## config.mk

```make
export PLATFORM = sky130hd
export DESIGN_NAME = gpt_timers
export DESIGN_NICKNAME = d
export VERILOG_FILES = /design/src/gpt_pkg.sv /design/src/gpt_tick.sv /design/src/gpt_timers.sv
export VERILOG_INCLUDE_DIRS = /design/src
export SDC_FILE = /design/constraint.sdc
export NUM_CORES = 1
export LEC_CHECK = 0
export BUFFER_PORTS_ARGS = -buffer_cell sky130_fd_sc_hd__buf_4
export CORE_ASPECT_RATIO = 0.5
export CORE_MARGIN = 2
export CORE_UTILIZATION = 50
export CTS_CLUSTER_SIZE = 28
export DETAILED_ROUTE_END_ITERATION = 6
export GPL_TIMING_DRIVEN = 0
export PLACE_DENSITY = 0.67
export SLEW_MARGIN = 20
export SYNTH_ARGS = -nofsm -noshare
export SYNTH_HDL_FRONTEND = slang
export SYNTH_HIERARCHICAL = 1
export SYNTH_SLANG_ARGS = --single-unit
export TNS_END_PERCENT = 20
```

## constraint.sdc

```tcl
create_clock -name clk_i -period 5.2 [get_ports clk_i]
set_input_delay 1.56 -clock clk_i [delete_from_list [all_inputs] [get_ports clk_i]]
set_output_delay 1.56 -clock clk_i [all_outputs]
set_load 0.05 [all_outputs]
```

## src/gpt_defines.svh

```systemverilog
`ifndef GPT_DEFINES_SVH
`define GPT_DEFINES_SVH

// timer population: 0 standalone, 1/2 first pair, 3/4 second pair
`define GPT_NUM_TIMERS 5

// control register field positions
`define GPT_BIT_ON 15
`define GPT_BIT_IDLE_HALT 13
`define GPT_BIT_GATE 6
`define GPT_BIT_PRESC_HI 5
`define GPT_BIT_PRESC_LO 4
`define GPT_BIT_CASCADE 3
`define GPT_BIT_SYNC 2
`define GPT_BIT_SRC 1

// implemented control bits per timer kind
`define GPT_MASK_STANDALONE 16'hA076
`define GPT_MASK_EVEN 16'hA07A
`define GPT_MASK_ODD 16'hA072

// register map: addr[4:2] selects the timer, addr[1:0] the register
`define GPT_OFS_CTRL 2'h0
`define GPT_OFS_COUNT 2'h1
`define GPT_OFS_PERIOD 2'h2
`define GPT_IDX_FLAGS 3'h5
`define GPT_ADDR_FLAGS 8'h14

// reset values
`define GPT_CTRL_RESET 16'h0000
`define GPT_COUNT_RESET 16'h0000
`define GPT_PERIOD_RESET 16'hFFFF

// prescaler terminal counts (divide by 1, 8, 64, 256)
`define GPT_PRESC_DIV1 8'h00
`define GPT_PRESC_DIV8 8'h07
`define GPT_PRESC_DIV64 8'h3F
`define GPT_PRESC_DIV256 8'hFF

// stages of the post-prescaler resynchroniser
`define GPT_SYNC_STAGES 2

`endif

```

## src/gpt_pkg.sv

```systemverilog
`include "gpt_defines.svh"

package gpt_pkg;

   // clock path of one timer
   typedef enum logic [1:0] {
      MODE_TIMER,
      MODE_GATED,
      MODE_SYNC_COUNT,
      MODE_ASYNC_COUNT
   } gpt_mode_type;

   // state of one clock path
   typedef struct packed {
      logic pin_prev;
      logic [7:0] presc;
      logic pre_pulse;
      logic [`GPT_SYNC_STAGES-1:0] sync_pipe;
      logic gate_fall;
   } gpt_tick_state_type;

   // state of the whole timer set
   typedef struct packed {
      logic [`GPT_NUM_TIMERS-1:0][15:0] ctrl;
      logic [`GPT_NUM_TIMERS-1:0][15:0] count;
      logic [`GPT_NUM_TIMERS-1:0][15:0] period;
      logic [`GPT_NUM_TIMERS-1:0] flags;
      logic [`GPT_NUM_TIMERS-1:0] event_pulse;
      logic trig;
      logic [15:0] rd_data;
   } gpt_state_type;

endpackage

```

## src/gpt_tick.sv

```systemverilog
`timescale 1ns/1ns
`default_nettype none
`include "gpt_defines.svh"

module gpt_tick
   import gpt_pkg::*;
(
   // clock and reset
   input wire logic clk_i,
   input wire logic rst_b_i,
   // timer setup
   input wire logic timer_on_i,
   input wire logic idle_halt_i,
   input wire logic gate_accumulate_enable_i,
   input wire logic [1:0] prescale_select_i,
   input wire logic external_clock_synchronize_i,
   input wire logic clock_source_select_i,
   // device state and pin
   input wire logic idle_i,
   input wire logic ext_pin_i,
   // count strobes
   output logic tick_o,
   output logic gate_fall_o
);

   localparam gpt_tick_state_type TICK_RESET = '0;

   gpt_tick_state_type st_reg;
   gpt_tick_state_type st_next;
   gpt_mode_type mode;
   logic run;
   logic raw;

   // terminal count of the prescaler
   function automatic logic [7:0] presc_limit(input logic [1:0] sel);
      case (sel)
         2'h0: presc_limit = `GPT_PRESC_DIV1;
         2'h1: presc_limit = `GPT_PRESC_DIV8;
         2'h2: presc_limit = `GPT_PRESC_DIV64;
         default: presc_limit = `GPT_PRESC_DIV256;
      endcase
   endfunction

   // mode from source, gate and sync bits
   function automatic gpt_mode_type decode_mode(input logic src, input logic gate,
                                                input logic sync);
      if (!src)
      begin
         decode_mode = gate ? MODE_GATED : MODE_TIMER; // RL6
      end
      else
      begin
         decode_mode = sync ? MODE_SYNC_COUNT : MODE_ASYNC_COUNT; // RL9
      end
   endfunction

   // clock selection, prescaler and resynchroniser
   always_comb
   begin
      st_next = st_reg;
      run = timer_on_i & ~(idle_i & idle_halt_i); // RL5
      mode = decode_mode(clock_source_select_i, gate_accumulate_enable_i,
                         external_clock_synchronize_i); // RL3
      case (mode)
         MODE_TIMER: raw = 1'b1; // RL2
         MODE_GATED: raw = ext_pin_i; // RL22
         MODE_SYNC_COUNT: raw = ext_pin_i & ~st_reg.pin_prev; // RL10
         MODE_ASYNC_COUNT: raw = ext_pin_i & ~st_reg.pin_prev; // RL20
         default: raw = 1'b0;
      endcase
      st_next.pin_prev = ext_pin_i;
      st_next.pre_pulse = 1'b0;
      // falling gate closes an accumulation window
      st_next.gate_fall = (mode == MODE_GATED) & run & st_reg.pin_prev & ~ext_pin_i; // RL22
      if (!run)
      begin
         st_next.presc = 8'h00;
      end
      else if (raw)
      begin
         // >= so a smaller ratio written mid-count wraps at once
         if (st_reg.presc >= presc_limit(prescale_select_i)) // RL7
         begin
            st_next.presc = 8'h00;
            st_next.pre_pulse = 1'b1;
         end
         else
         begin
            st_next.presc = st_reg.presc + 8'h01;
         end
      end
      // resync sits behind the prescaler, costing two cycles of lag
      st_next.sync_pipe = {st_reg.sync_pipe[0], st_reg.pre_pulse}; // RL8
      if (mode == MODE_SYNC_COUNT)
      begin
         tick_o = st_reg.sync_pipe[1] & run; // RL8
      end
      else
      begin
         tick_o = st_reg.pre_pulse & run;
      end
   end

   assign gate_fall_o = st_reg.gate_fall;

   // state register
   always_ff @(posedge clk_i or negedge rst_b_i)
   begin
      if (!rst_b_i)
      begin
         st_reg <= TICK_RESET;
      end
      else
      begin
         st_reg <= st_next;
      end
   end
endmodule
`default_nettype wire

```

## src/gpt_timers.sv

```systemverilog
`timescale 1ns/1ns
`default_nettype none
`include "gpt_defines.svh"

// Summary of operation
// RL1: standalone timer is a free 16-bit counter
// RL2: timer modes count internal clock, counters pin
// RL3: source, sync, gate bits select standalone mode
// RL4: on bit starts and stops the timer
// RL5: idle halt bit stops timer in idle
// RL6: gate bit works only with internal clock
// RL7: prescale field divides by 1, 8, 64, 256
// RL8: external clock resynchronised after the prescaler
// RL9: sync bit matters only with external source
// RL10: source bit picks pin rising edge or internal
// RL11: count writes ignored in running sync counter; the code drops them for the standalone timer only
// RL12: paired timers have no asynchronous counter mode
// RL13: even cascade bit joins pair into 32 bits
// RL14: even timer low word, odd timer high word
// RL15: odd control ignored while pair is cascaded
// RL16: 32-bit match raises the odd timer flag
// RL17: software clears odd idle halt for idle running
// RL18: only first pair feeds time base and trigger
// RL19: even on bit runs whole pair when cascaded
// RL20: paired source bit counts own pin edges
// RL21: unimplemented control bits read as zero
// RL22: gated mode counts gate high, flags falling gate
// RL23: period match wraps count and sets flag
module gpt_timers
   import gpt_pkg::*;
(
   // clock and reset
   input wire logic clk_i,
   input wire logic rst_b_i,
   // register port
   input wire logic [7:0] addr_i,
   input wire logic [15:0] wr_data_i,
   input wire logic wr_en_i,
   input wire logic rd_en_i,
   output logic [15:0] rd_data_o,
   // device state and clock pins
   input wire logic idle_i,
   input wire logic standalone_ext_clock_pin_i,
   input wire logic [1:0] even_ext_clock_pin_i,
   input wire logic [1:0] odd_ext_clock_pin_i,
   // events and time base
   output logic [4:0] timer_event_o,
   output logic [15:0] tb_even_count_o,
   output logic [15:0] tb_odd_count_o,
   output logic tb_cascade_o,
   output logic trigger_event_o
);

   localparam int NT = `GPT_NUM_TIMERS;
   localparam gpt_state_type ST_RESET = '{
      ctrl: {NT{`GPT_CTRL_RESET}},
      count: {NT{`GPT_COUNT_RESET}},
      period: {NT{`GPT_PERIOD_RESET}},
      flags: '0,
      event_pulse: '0,
      trig: 1'b0,
      rd_data: 16'h0000
   };

   gpt_state_type st_reg;
   gpt_state_type st_next;

   logic [NT-1:0] pin;
   logic [NT-1:0] tick;
   logic [NT-1:0] gfall;
   logic [NT-1:0] in_cas;
   logic [NT-1:0][15:0] eff_ctrl;
   logic [NT-1:0] wr_ctrl;
   logic [NT-1:0] wr_cnt;
   logic [NT-1:0] wr_per;
   logic [1:0] cas;
   logic count_locked;
   logic map_ok;
   logic [2:0] sel_idx;
   logic [1:0] sel_ofs;
   logic [NT-1:0] evt;
   logic [NT-1:0] flag_clr;
   logic [32:0] bump_res;

   // implemented-bit mask of one control register
   function automatic logic [15:0] ctrl_mask(input int idx);
      if (idx == 0)
      begin
         ctrl_mask = `GPT_MASK_STANDALONE;
      end
      else if ((idx % 2) == 1)
      begin
         ctrl_mask = `GPT_MASK_EVEN;
      end
      else
      begin
         ctrl_mask = `GPT_MASK_ODD;
      end
   endfunction

   // one count step: wrap to zero on period match, {match, next}
   function automatic logic [32:0] bump(input logic [31:0] cnt, input logic [31:0] per);
      if (cnt == per)
      begin
         bump = {1'b1, 32'h0000_0000}; // RL23
      end
      else
      begin
         bump = {1'b0, cnt + 32'h0000_0001};
      end
   endfunction

   // pin order follows the timer index
   assign pin = {odd_ext_clock_pin_i[1], even_ext_clock_pin_i[1],
                 odd_ext_clock_pin_i[0], even_ext_clock_pin_i[0],
                 standalone_ext_clock_pin_i};

   // cascade state per pair, taken from the even control only
   assign cas[0] = st_reg.ctrl[1][`GPT_BIT_CASCADE]; // RL13
   assign cas[1] = st_reg.ctrl[3][`GPT_BIT_CASCADE]; // RL13
   assign in_cas = {cas[1], cas[1], cas[0], cas[0], 1'b0};

   // software cannot write the standalone count while it runs as a synchronous counter
   assign count_locked = st_reg.ctrl[0][`GPT_BIT_ON] & st_reg.ctrl[0][`GPT_BIT_SRC]
                         & st_reg.ctrl[0][`GPT_BIT_SYNC]; // RL11

   // address decode
   assign sel_idx = addr_i[4:2];
   assign sel_ofs = addr_i[1:0];
   assign map_ok = (addr_i[7:5] == 3'h0);

   always_comb
   begin
      for (int i = 0; i < NT; i++)
      begin
         wr_ctrl[i] = wr_en_i & map_ok & (sel_idx == 3'(i)) & (sel_ofs == `GPT_OFS_CTRL);
         wr_cnt[i] = wr_en_i & map_ok & (sel_idx == 3'(i)) & (sel_ofs == `GPT_OFS_COUNT);
         wr_per[i] = wr_en_i & map_ok & (sel_idx == 3'(i)) & (sel_ofs == `GPT_OFS_PERIOD);
      end
   end

   // odd timer is parked while cascaded so its own bits do nothing
   always_comb
   begin
      for (int i = 0; i < NT; i++)
      begin
         if (i != 0 && (i % 2) == 0 && in_cas[i])
         begin
            eff_ctrl[i] = 16'h0000; // RL15
         end
         else
         begin
            eff_ctrl[i] = st_reg.ctrl[i]; // RL19
         end
      end
   end

   // one clock path per timer; paired timers always resync
   for (genvar g = 0; g < NT; g++)
   begin : g_tick
      gpt_tick u_tick (
         .clk_i(clk_i),
         .rst_b_i(rst_b_i),
         .timer_on_i(eff_ctrl[g][`GPT_BIT_ON]), // RL4
         .idle_halt_i(eff_ctrl[g][`GPT_BIT_IDLE_HALT]),
         .gate_accumulate_enable_i(eff_ctrl[g][`GPT_BIT_GATE]),
         .prescale_select_i(eff_ctrl[g][`GPT_BIT_PRESC_HI:`GPT_BIT_PRESC_LO]),
         .external_clock_synchronize_i((g == 0) ? eff_ctrl[g][`GPT_BIT_SYNC] : 1'b1), // RL12
         .clock_source_select_i(eff_ctrl[g][`GPT_BIT_SRC]),
         .idle_i(idle_i),
         .ext_pin_i(pin[g]),
         .tick_o(tick[g]),
         .gate_fall_o(gfall[g])
      );
   end

   // next-state logic of counters, flags and register port
   always_comb
   begin
      st_next = st_reg;
      evt = '0;
      bump_res = '0;
      flag_clr = '0;
      // independent 16-bit counting
      for (int i = 0; i < NT; i++)
      begin
         if (tick[i] && !in_cas[i])
         begin
            bump_res = bump({16'h0000, st_reg.count[i]}, {16'h0000, st_reg.period[i]}); // RL1
            st_next.count[i] = bump_res[15:0];
            evt[i] = evt[i] | bump_res[32]; // RL23
         end
         if (gfall[i] && !in_cas[i])
         begin
            evt[i] = 1'b1; // RL22
         end
      end
      // cascaded pairs count as one 32-bit value off the even clock path
      for (int p = 0; p < 2; p++)
      begin
         if (cas[p] && tick[2*p+1])
         begin
            bump_res = bump({st_reg.count[2*p+2], st_reg.count[2*p+1]},
                            {st_reg.period[2*p+2], st_reg.period[2*p+1]}); // RL14
            st_next.count[2*p+1] = bump_res[15:0];
            st_next.count[2*p+2] = bump_res[31:16];
            evt[2*p+2] = evt[2*p+2] | bump_res[32]; // RL16
         end
         if (cas[p] && gfall[2*p+1])
         begin
            evt[2*p+2] = 1'b1; // RL16
         end
      end
      // software writes; a count write beats a same-cycle tick
      for (int i = 0; i < NT; i++)
      begin
         if (wr_ctrl[i])
         begin
            st_next.ctrl[i] = wr_data_i & ctrl_mask(i); // RL21
         end
         if (wr_cnt[i] && !(i == 0 && count_locked))
         begin
            st_next.count[i] = wr_data_i; // RL11
         end
         if (wr_per[i])
         begin
            st_next.period[i] = wr_data_i;
         end
      end
      // write one to clear; a new event in the same cycle wins
      if (wr_en_i && addr_i == `GPT_ADDR_FLAGS)
      begin
         flag_clr = wr_data_i[NT-1:0];
      end
      st_next.flags = (st_reg.flags & ~flag_clr) | evt;
      st_next.event_pulse = evt;
      // trigger comes from the first pair alone
      st_next.trig = evt[1] | evt[2]; // RL18
      // read data valid in the cycle after the strobe only
      st_next.rd_data = 16'h0000;
      if (rd_en_i && map_ok)
      begin
         if (sel_idx == `GPT_IDX_FLAGS && sel_ofs == `GPT_OFS_CTRL)
         begin
            st_next.rd_data = {11'h000, st_reg.flags};
         end
         else if (sel_idx < `GPT_IDX_FLAGS)
         begin
            case (sel_ofs)
               `GPT_OFS_CTRL: st_next.rd_data = st_reg.ctrl[sel_idx]; // RL21
               `GPT_OFS_COUNT: st_next.rd_data = st_reg.count[sel_idx];
               `GPT_OFS_PERIOD: st_next.rd_data = st_reg.period[sel_idx];
               default: st_next.rd_data = 16'h0000;
            endcase
         end
      end
   end

   // state register
   always_ff @(posedge clk_i or negedge rst_b_i)
   begin
      if (!rst_b_i)
      begin
         st_reg <= ST_RESET;
      end
      else
      begin
         st_reg <= st_next;
      end
   end

   // outputs, all from the state register
   assign rd_data_o = st_reg.rd_data;
   assign timer_event_o = st_reg.event_pulse;
   assign tb_even_count_o = st_reg.count[1]; // RL18
   assign tb_odd_count_o = st_reg.count[2]; // RL18
   assign tb_cascade_o = st_reg.ctrl[1][`GPT_BIT_CASCADE];
   assign trigger_event_o = st_reg.trig;
endmodule
`default_nettype wire

```

==> results of run 1 <==
where the power goes:
group          internal [mW]  total, mW  switching [mW]
sequential              2.33       2.48           0.145
combinational          0.296      0.774           0.479
clock                   1.25       2.20           0.954
final cells by class:
cell class,count,area [µm²],share of cell area (%)
multi-input cells,1397,9710,47.9
flip-flops and latches,285,7230,35.7
plain buffers,176,1000,4.94
clock buffers,33,728,3.59
repair buffers,85,706,3.48
well taps,484,606,2.99
clock inverters,16,223,1.10
inverters,15,56.3,0.278
per-layer routing:
| layer | track usage (%) | vias to the layer above | share of wire (%) |
|---|---|---|---|
| met2 | 44.3 | 768 | 43 |
| met5 | 0 | - | 0 |
| met4 | 8.91 | 0 | 3.3 |
| li1 | - | 7068 | - |
| met3 | 7.16 | 129 | 10 |
| met1 | 45.1 | 7741 | 44 |
how the worst max path moves through the flow:
| stage | end | slack [ns] | cells past startpoint |
|---|---|---|---|
| floorplan | st_reg[176]$_DFFE_PN0P_ | 1.66 | 9 |
| finish | st_reg[180]$_DFFE_PN0P_ | 0.85 | 10 |
| CTS | st_reg[180]$_DFFE_PN0P_ | 0.63 | 10 |
| detailed placement | st_reg[180]$_DFFE_PN0P_ | 0.05 | 10 |
| global placement | g_tick[4].u_tick/st_reg[8]$_DFFE_PN0P_ | -0.05 | 1 |
| global route | st_reg[180]$_DFFE_PN0P_ | 0.65 | 10 |
critical path, cell delays in order:
cell	delay, ns
buf_4	0.16
nand2_1	0.12
nand2_1	0.25
a21oi_2	0.65
and2_1	0.22
clkbuf_1	0.33
nor2_1	0.27
nor2_1	0.60
nand3b_1	0.22
o311ai_0	0.39
logic make-up after synthesis:
family                     count (synthesis)
adders and majority gates                 25
and+or+nand+nor                          704
buffers and inverters                    191
other                                      1
xor gates and xnor gates                  87
DFF                                      285
AOI/OAI and AO/OA                        419
muxes                                    154
cells in the final DEF (no fill, tap or decap), drive strengths merged, types with 18 or more instances in the layout:
cell | Yosys | final
nor4 | 26 | 26
nand2b | 19 | 19
o21ai | 111 | 111
and3 | 37 | 37
dfstp | 80 | 80
a31oi | 32 | 32
mux4 | 38 | 38
and2 | 23 | 23
nand2 | 196 | 196
nand3 | 76 | 76
a22oi | 37 | 37
clkbuf | 75 | 108
nor2b | 30 | 30
a21o | 18 | 18
xor2 | 52 | 52
ha | 25 | 25
buf | 101 | 186
nor3b | 22 | 22
xnor2 | 35 | 35
nor3 | 59 | 59
dfrtp | 205 | 205
a211oi | 22 | 22
nor2 | 116 | 116
mux2 | 114 | 114
a21oi | 81 | 81
nand4 | 51 | 51
stage by stage:
step / hold WS (ns) / cells
3_5_place_dp: 0.338 / 2442
3_3_place_gp: 0.332 / 2439
4_1_cts: 0.353 / 2491
6_report: 0.353 / 2491
2_1_floorplan: 0.331 / 1873
5_1_grt: 0.355 / 2491
==> metrics.md, run 1 <==
| Metric | Value |
|---|---|
| Post-synthesis compound-gate area fraction | between 15 and 20% |
| Final #Nets | ~2000 |
| Placer congestion estimate | 0.995 |
| ANT nets after route | 0 |
| Largest net degree at the start of global routing | 98 |
| Final Hold Vio Count | 0 |
| Worst EP arrival | approximately 4.8 ns |
| Router iterations before antenna repair | 6 |
| CTS Buf Count | 27 |
| Hold Buf Count CTS | 0 |
| XOR/XNOR share of the synthesized area | 4.24% |
| YS warnings | 6 |
| Max-slew violations | 0 |
| Dpl ws | about 0.046 ns |
| Mapped cell area | approximately 18000 µm² |
| I/O pin count | 89 |
| Tcrit/Tclk final | 83.7% |
| CORE AREA | around 36000 µm² |
| Max-slew headroom | 23.3% |
| Vias in the first global route | about 15000 |
| Post-synth top area share | 28.5% |
| Adder-cell share of the synthesized area | roughly 1.7% |
| Fillcell total | between 3000 and 4000 |
| Mux contribution to synthesized area | approximately 12% |
| Antenna diodes | 0 |
| Clock tree buffer depth | 3 |
| Post-synth top area cell | dfrtp_1 |
| Mapped Cells | 1866 |
| Status | finished, final reports clean |
| Initial antenna violation count | 1 |
| Routed vias/inst | 6.31 |
| Async SR Flop Fraction | between 90% and 100% |
| Final setup vio count | 0 |
| Placed Area | 19300 µm² |
| Wire per inst | 23.2 µm |
| Die ar. | approximately 38000 µm² |
| Synthesized area per cell | just under 10 µm² |
| HPWL Detailed | ~43000 µm |
| CTS Root Cell | clkbuf_16 |
| Hold EP | g_tick[1].u_tick/st_reg[2]$_DFF_PN0_ |
| Area grow syn2layout | 12.8% |
| Starting Density | between 50% and 60% |
| I/O Buffers | about 80 |
| Residual DRC | 0 |
| Synth Area in Simple Gates | between 10% and 20% |
| Startpoint type of the worst setup path | input port |
| F_max | approximately 230 MHz |
| Leak | 8.60 nW |
| Overall Global Routing Usage | 30.4% |
| Number of enable flip-flop cells after synthesis | 0 |
| Final Cell Area | around 20000 µm² |
| Number of flip-flops in the largest register | 145 |
| First-pass GRT wire length | about 88000 µm |
| Nature of the critical path endpoint | flop |
| Postcts setup bufs | 0 |
| Chip height | 138 µm |
| Top-count cell post-synth | dfrtp_1 |
| CP max FO | 9 |
| Final Util | a little under three fifths |
| RSZ-0062 raised after global routing | no |
| Tot Pwr | roughly 5.5 mW |
| Largest family of logic cells by synthesized area | simple AND/OR/NAND/NOR gates |
| CP required | between 5 and 6 ns |
| R2R Setup Slk | 1.64 ns |
| CTS tree | yes |
| PwrDens | ~270 nW/µm² |
| Final min period | 4.35 ns |
| GR Overflow Total | 0 |
| Clk_lat worst skew | approximately 0.58 ns |
| Layout cells sized above 1 | about 25% |
| Final worst slack | about 0.85 ns |
| HP Class | reg2reg |
| Worst-path clk slew | ~0.070 ns |
| Die width | 272 µm |
| Routed via count | about 16000 |
| Top cells by area, synth | dfrtp_1, dfstp_2, mux2_2, mux4_2, nand2_1 |
| Setup TNS | 0 ns |
| Dominant synthesized flop cell | dfrtp_1 |
| Crit path kind | in2reg |
| Sequential element share of the synthesized area | about two fifths |
| Post-CTS Resized | 0 |
| Max-cap viol count | 0 |
| VDD IR max | 0.246 mV |
| Synth top cells by count | dfrtp_1, nand2_1, mux2_2 |
| Hold Path Cell Cnt | 0 |
| Slew @ Worst Pin | 1.14 ns |
| Worst R2R End | st_reg[180]$_DFFE_PN0P_ |
| Clk_skew | roughly 0.030 ns |
| Drt initial violations | 1949 |
| Worst-case reg-to-reg path depth | 9 |
| H-tree Lvls | 1 |
| Critical R2R Launch | eff_ctrl[61]$_DFFE_PN0P_ |
| Synth Register Bits | ~290 |
| Count of unique library cells instantiated by Yosys | 76 |
| Final WL | 57900 µm |
| Clock sinks | around 290 |
| Cell row count | 49 |
| Setup crit start | idle_i |
| HP Start | g_tick[1].u_tick/st_next[2]$_DFF_PN0_ |
Power figures use the tool's default switching activity.
==> inputs of run 2 (changes only) <==
--- a/config.mk
+++ b/config.mk
@@ -13,7 +13,7 @@
 export CTS_CLUSTER_SIZE = 28
 export DETAILED_ROUTE_END_ITERATION = 6
 export GPL_TIMING_DRIVEN = 0
-export PLACE_DENSITY = 0.67
+export PLACE_DENSITY = 0.7
 export SLEW_MARGIN = 20
 export SYNTH_ARGS = -nofsm -noshare
 export SYNTH_HDL_FRONTEND = slang
==> constraint.sdc (replaced) <==
create_clock -name clk_i -period 3.9 [get_ports clk_i]
set_input_delay 1.17 -clock clk_i [delete_from_list [all_inputs] [get_ports clk_i]]
set_output_delay 1.17 -clock clk_i [all_outputs]
set_load 0.05 [all_outputs]
==> run 2 against run 1 <==
Effect of this change:
- global-route usage decreased by 0.083 points
- cell count up 0.12%
- die area stayed put
- register-to-register slack lost 1.2 ns
- clock power rose by 30%
- routed wire length is 0.89% lower
- largest cell class unchanged
==> metrics.md, run 2 (same netlist as run 1, synthesis figures left out) <==
| Metric | Value |
|---|---|
| Status | finished, final reports clean |
| PwrDens | about 360 nW/µm² |
| F_max | about 270 MHz |
| Max-slew headroom | 27.6% |
| Largest net degree at the start of global routing | 96 |
| ANT nets after route | 0 |
| Starting Density | 50.4% |
| Hold EP | g_tick[0].u_tick/st_reg[2]$_DFF_PN0_ |
| Die ar. | around 38000 µm² |
| Placed insts | about 2400 |
| CP dominant cell by count | nand2_1 |
| Critical R2R Launch | tb_cascade_o$_DFFE_PN0P_ |
| Final Cell Area | between 20000 and 25000 µm² |
| Chip height | roughly 140 µm |
| Slew @ Worst Pin | between 1 and 1.5 ns |
| Startpoint type of the worst setup path | input port |
| Worst-case reg-to-reg path depth | 11 |
| CP required | between 4 and 5 ns |
| Layout cells sized above 1 | about a quarter |
| Max-slew violations | 0 |
| Wire per inst | approximately 23 µm |
| Crit path kind | in2reg |
| Routed via count | 15800 |
| HPWL Detailed | approximately 42000 µm |
| WHS | roughly 0.34 ns |
| Dpl ws | -0.835 ns |
| VDD IR max | around 0.28 mV |
| Leak | between 8 and 9 nW |
| Max-cap viol count | 0 |
| Die width | between 200 and 300 µm |
| Drt initial violations | between 1500 and 2000 |
| Final min period | roughly 3.7 ns |
| Initial antenna violation count | 1 |
| Final Hold Vio Count | 0 |
| Clk_skew | 0.0162 ns |
| Delay of the slowest cell on the worst path | 0.63 ns |
| Crit-path cells | buf_4, nand2_1, nand2_1, a21oi_2, and2_1, clkbuf_1, nor2_1, nor2_2, nand3b_1, o311ai_0 |
| Fin cells | between 2000 and 2500 |
| Hold Path Cell Cnt | 0 |
| Routed vias/inst | between 6 and 7 |
| CORE AREA | between 30000 and 40000 µm² |
| Cell row count | slightly below 50 |
| Final #Nets | slightly above 2000 |
| Placed Area | just under 20000 µm² |
| Worst EP arrival | around 4.2 ns |
| Antenna diodes | 0 |
| Placer congestion estimate | approximately 1 |
| Most common cell after layout, fill and taps aside | dfrtp_1 |
| Clock sinks | ~290 |
| Clock tree buffer depth | 3 |
| Highest-delay cell along the critical path | a21oi_2 |
| I/O pin count | between 80 and 90 |
| Postcts setup bufs | 0 |
| Number of flip-flops in the largest register | 145 |
| R2R Setup Slk | approximately 0.5 ns |
| Worst path bufs/invs | 2 |
| Final setup vio count | 0 |
| Worst R2R End | tb_odd_count_o[10]$_DFFE_PN0P_ |
| CP max FO | 9 |
| CTS Root Cell | clkbuf_16 |
| Tcrit/Tclk final | a little over nine tenths |
| Worst-path clk slew | around 0.070 ns |
| Final Util | a little under three fifths |
| Overall Global Routing Usage | 30.4% |
| Final WL | about 57000 µm |
| Final worst slack | around 0.17 ns |
| Clk_lat worst skew | around 0.57 ns |
| Router iterations before antenna repair | 5 |
| Nature of the critical path endpoint | flop |
| CTS tree | yes |
| Area grow syn2layout | 12.8% |
| HP Class | reg2reg |
| H-tree Lvls | 1 |
| RSZ-0062 raised after global routing | no |
| First-pass GRT wire length | around 88000 µm |
| GR Overflow Total | 0 |
| CTS Buf Count | 28 |
| HP Start | g_tick[0].u_tick/st_next[2]$_DFF_PN0_ |
| I/O Buffers | just over 80 |
| CP delay by family, top | simple AND/OR/NAND/NOR gates |
| Vias in the first global route | 14900 |
| Residual DRC | 0 |
| Commonest cells after routing, fill and taps aside | dfrtp_1, nand2_1, buf_4 |
-- run 2: worst max-delay path by stage --
| stage | start | to | slack [ns] | depth (start not counted) |
|---|---|---|---|---|
| after floorplan | idle_i | st_reg[176]$_DFFE_PN0P_ | 0.75 | 9 |
| after global placement | rst_b_i | g_tick[4].u_tick/st_reg[9]$_DFFE_PN0P_ | -0.96 | 1 |
| after detailed placement | idle_i | st_reg[180]$_DFFE_PN0P_ | -0.83 | 10 |
| after CTS | idle_i | st_reg[180]$_DFFE_PN0P_ | 0.08 | 10 |
| after global routing | idle_i | st_reg[180]$_DFFE_PN0P_ | 0.11 | 10 |
| final | idle_i | st_reg[180]$_DFFE_PN0P_ | 0.17 | 10 |
-- run 2: cell type report --
cell class,count,area (µm²)
buffer,176,1000
clock buffer,39,823
clock inverter,13,123
fill,3171,15400
inverter,15,56.3
multi-input combinational,1397,9720
sequential,285,7230
tap,484,606
timing repair buffer,85,706
-- run 2: layer usage --
metal / vias to the layer above / wire [µm] / global-route usage [%]
li1: 7065 / - / -
met1: 7811 / 25100 / 44.3
met2: 764 / 24700 / 44.7
met3: 120 / 5830 / 7.54
met4: 0 / 1740 / 9.08
met5: - / 0 / 0
-- run 2: power by group --
part	switching, mW	total (mW)	internal (mW)
sequential	0.194	3.31	3.11
combinational	0.639	1.03	0.396
clock	1.25	2.86	1.61
-- run 2: worst register-to-register path, delay by kind of cell (launching register included) --
kind | cells | cell delay [ns]
AOI/OAI and AO/OA | 5 | 1.60
and+or+nand+nor | 4 | 0.57
DFF | 1 | 0.64
buffers and inverters | 2 | 0.49
-- run 2: per-stage QoR --
step	setup TNS (ns)	total power, mW
global placement	-196.34	4.32
global route	0	7.42
CTS	0	7.19
floorplan	0	3.93
detailed placement	-10.68	4.36
finish	0	7.20
-- run 2: repair_timing --
item,4_1_cts,5_1_grt
setup endpoints to repair,3,2
pin swaps,0,0
resized for setup,1,1
cloned,0,0
hold buffers,0,0
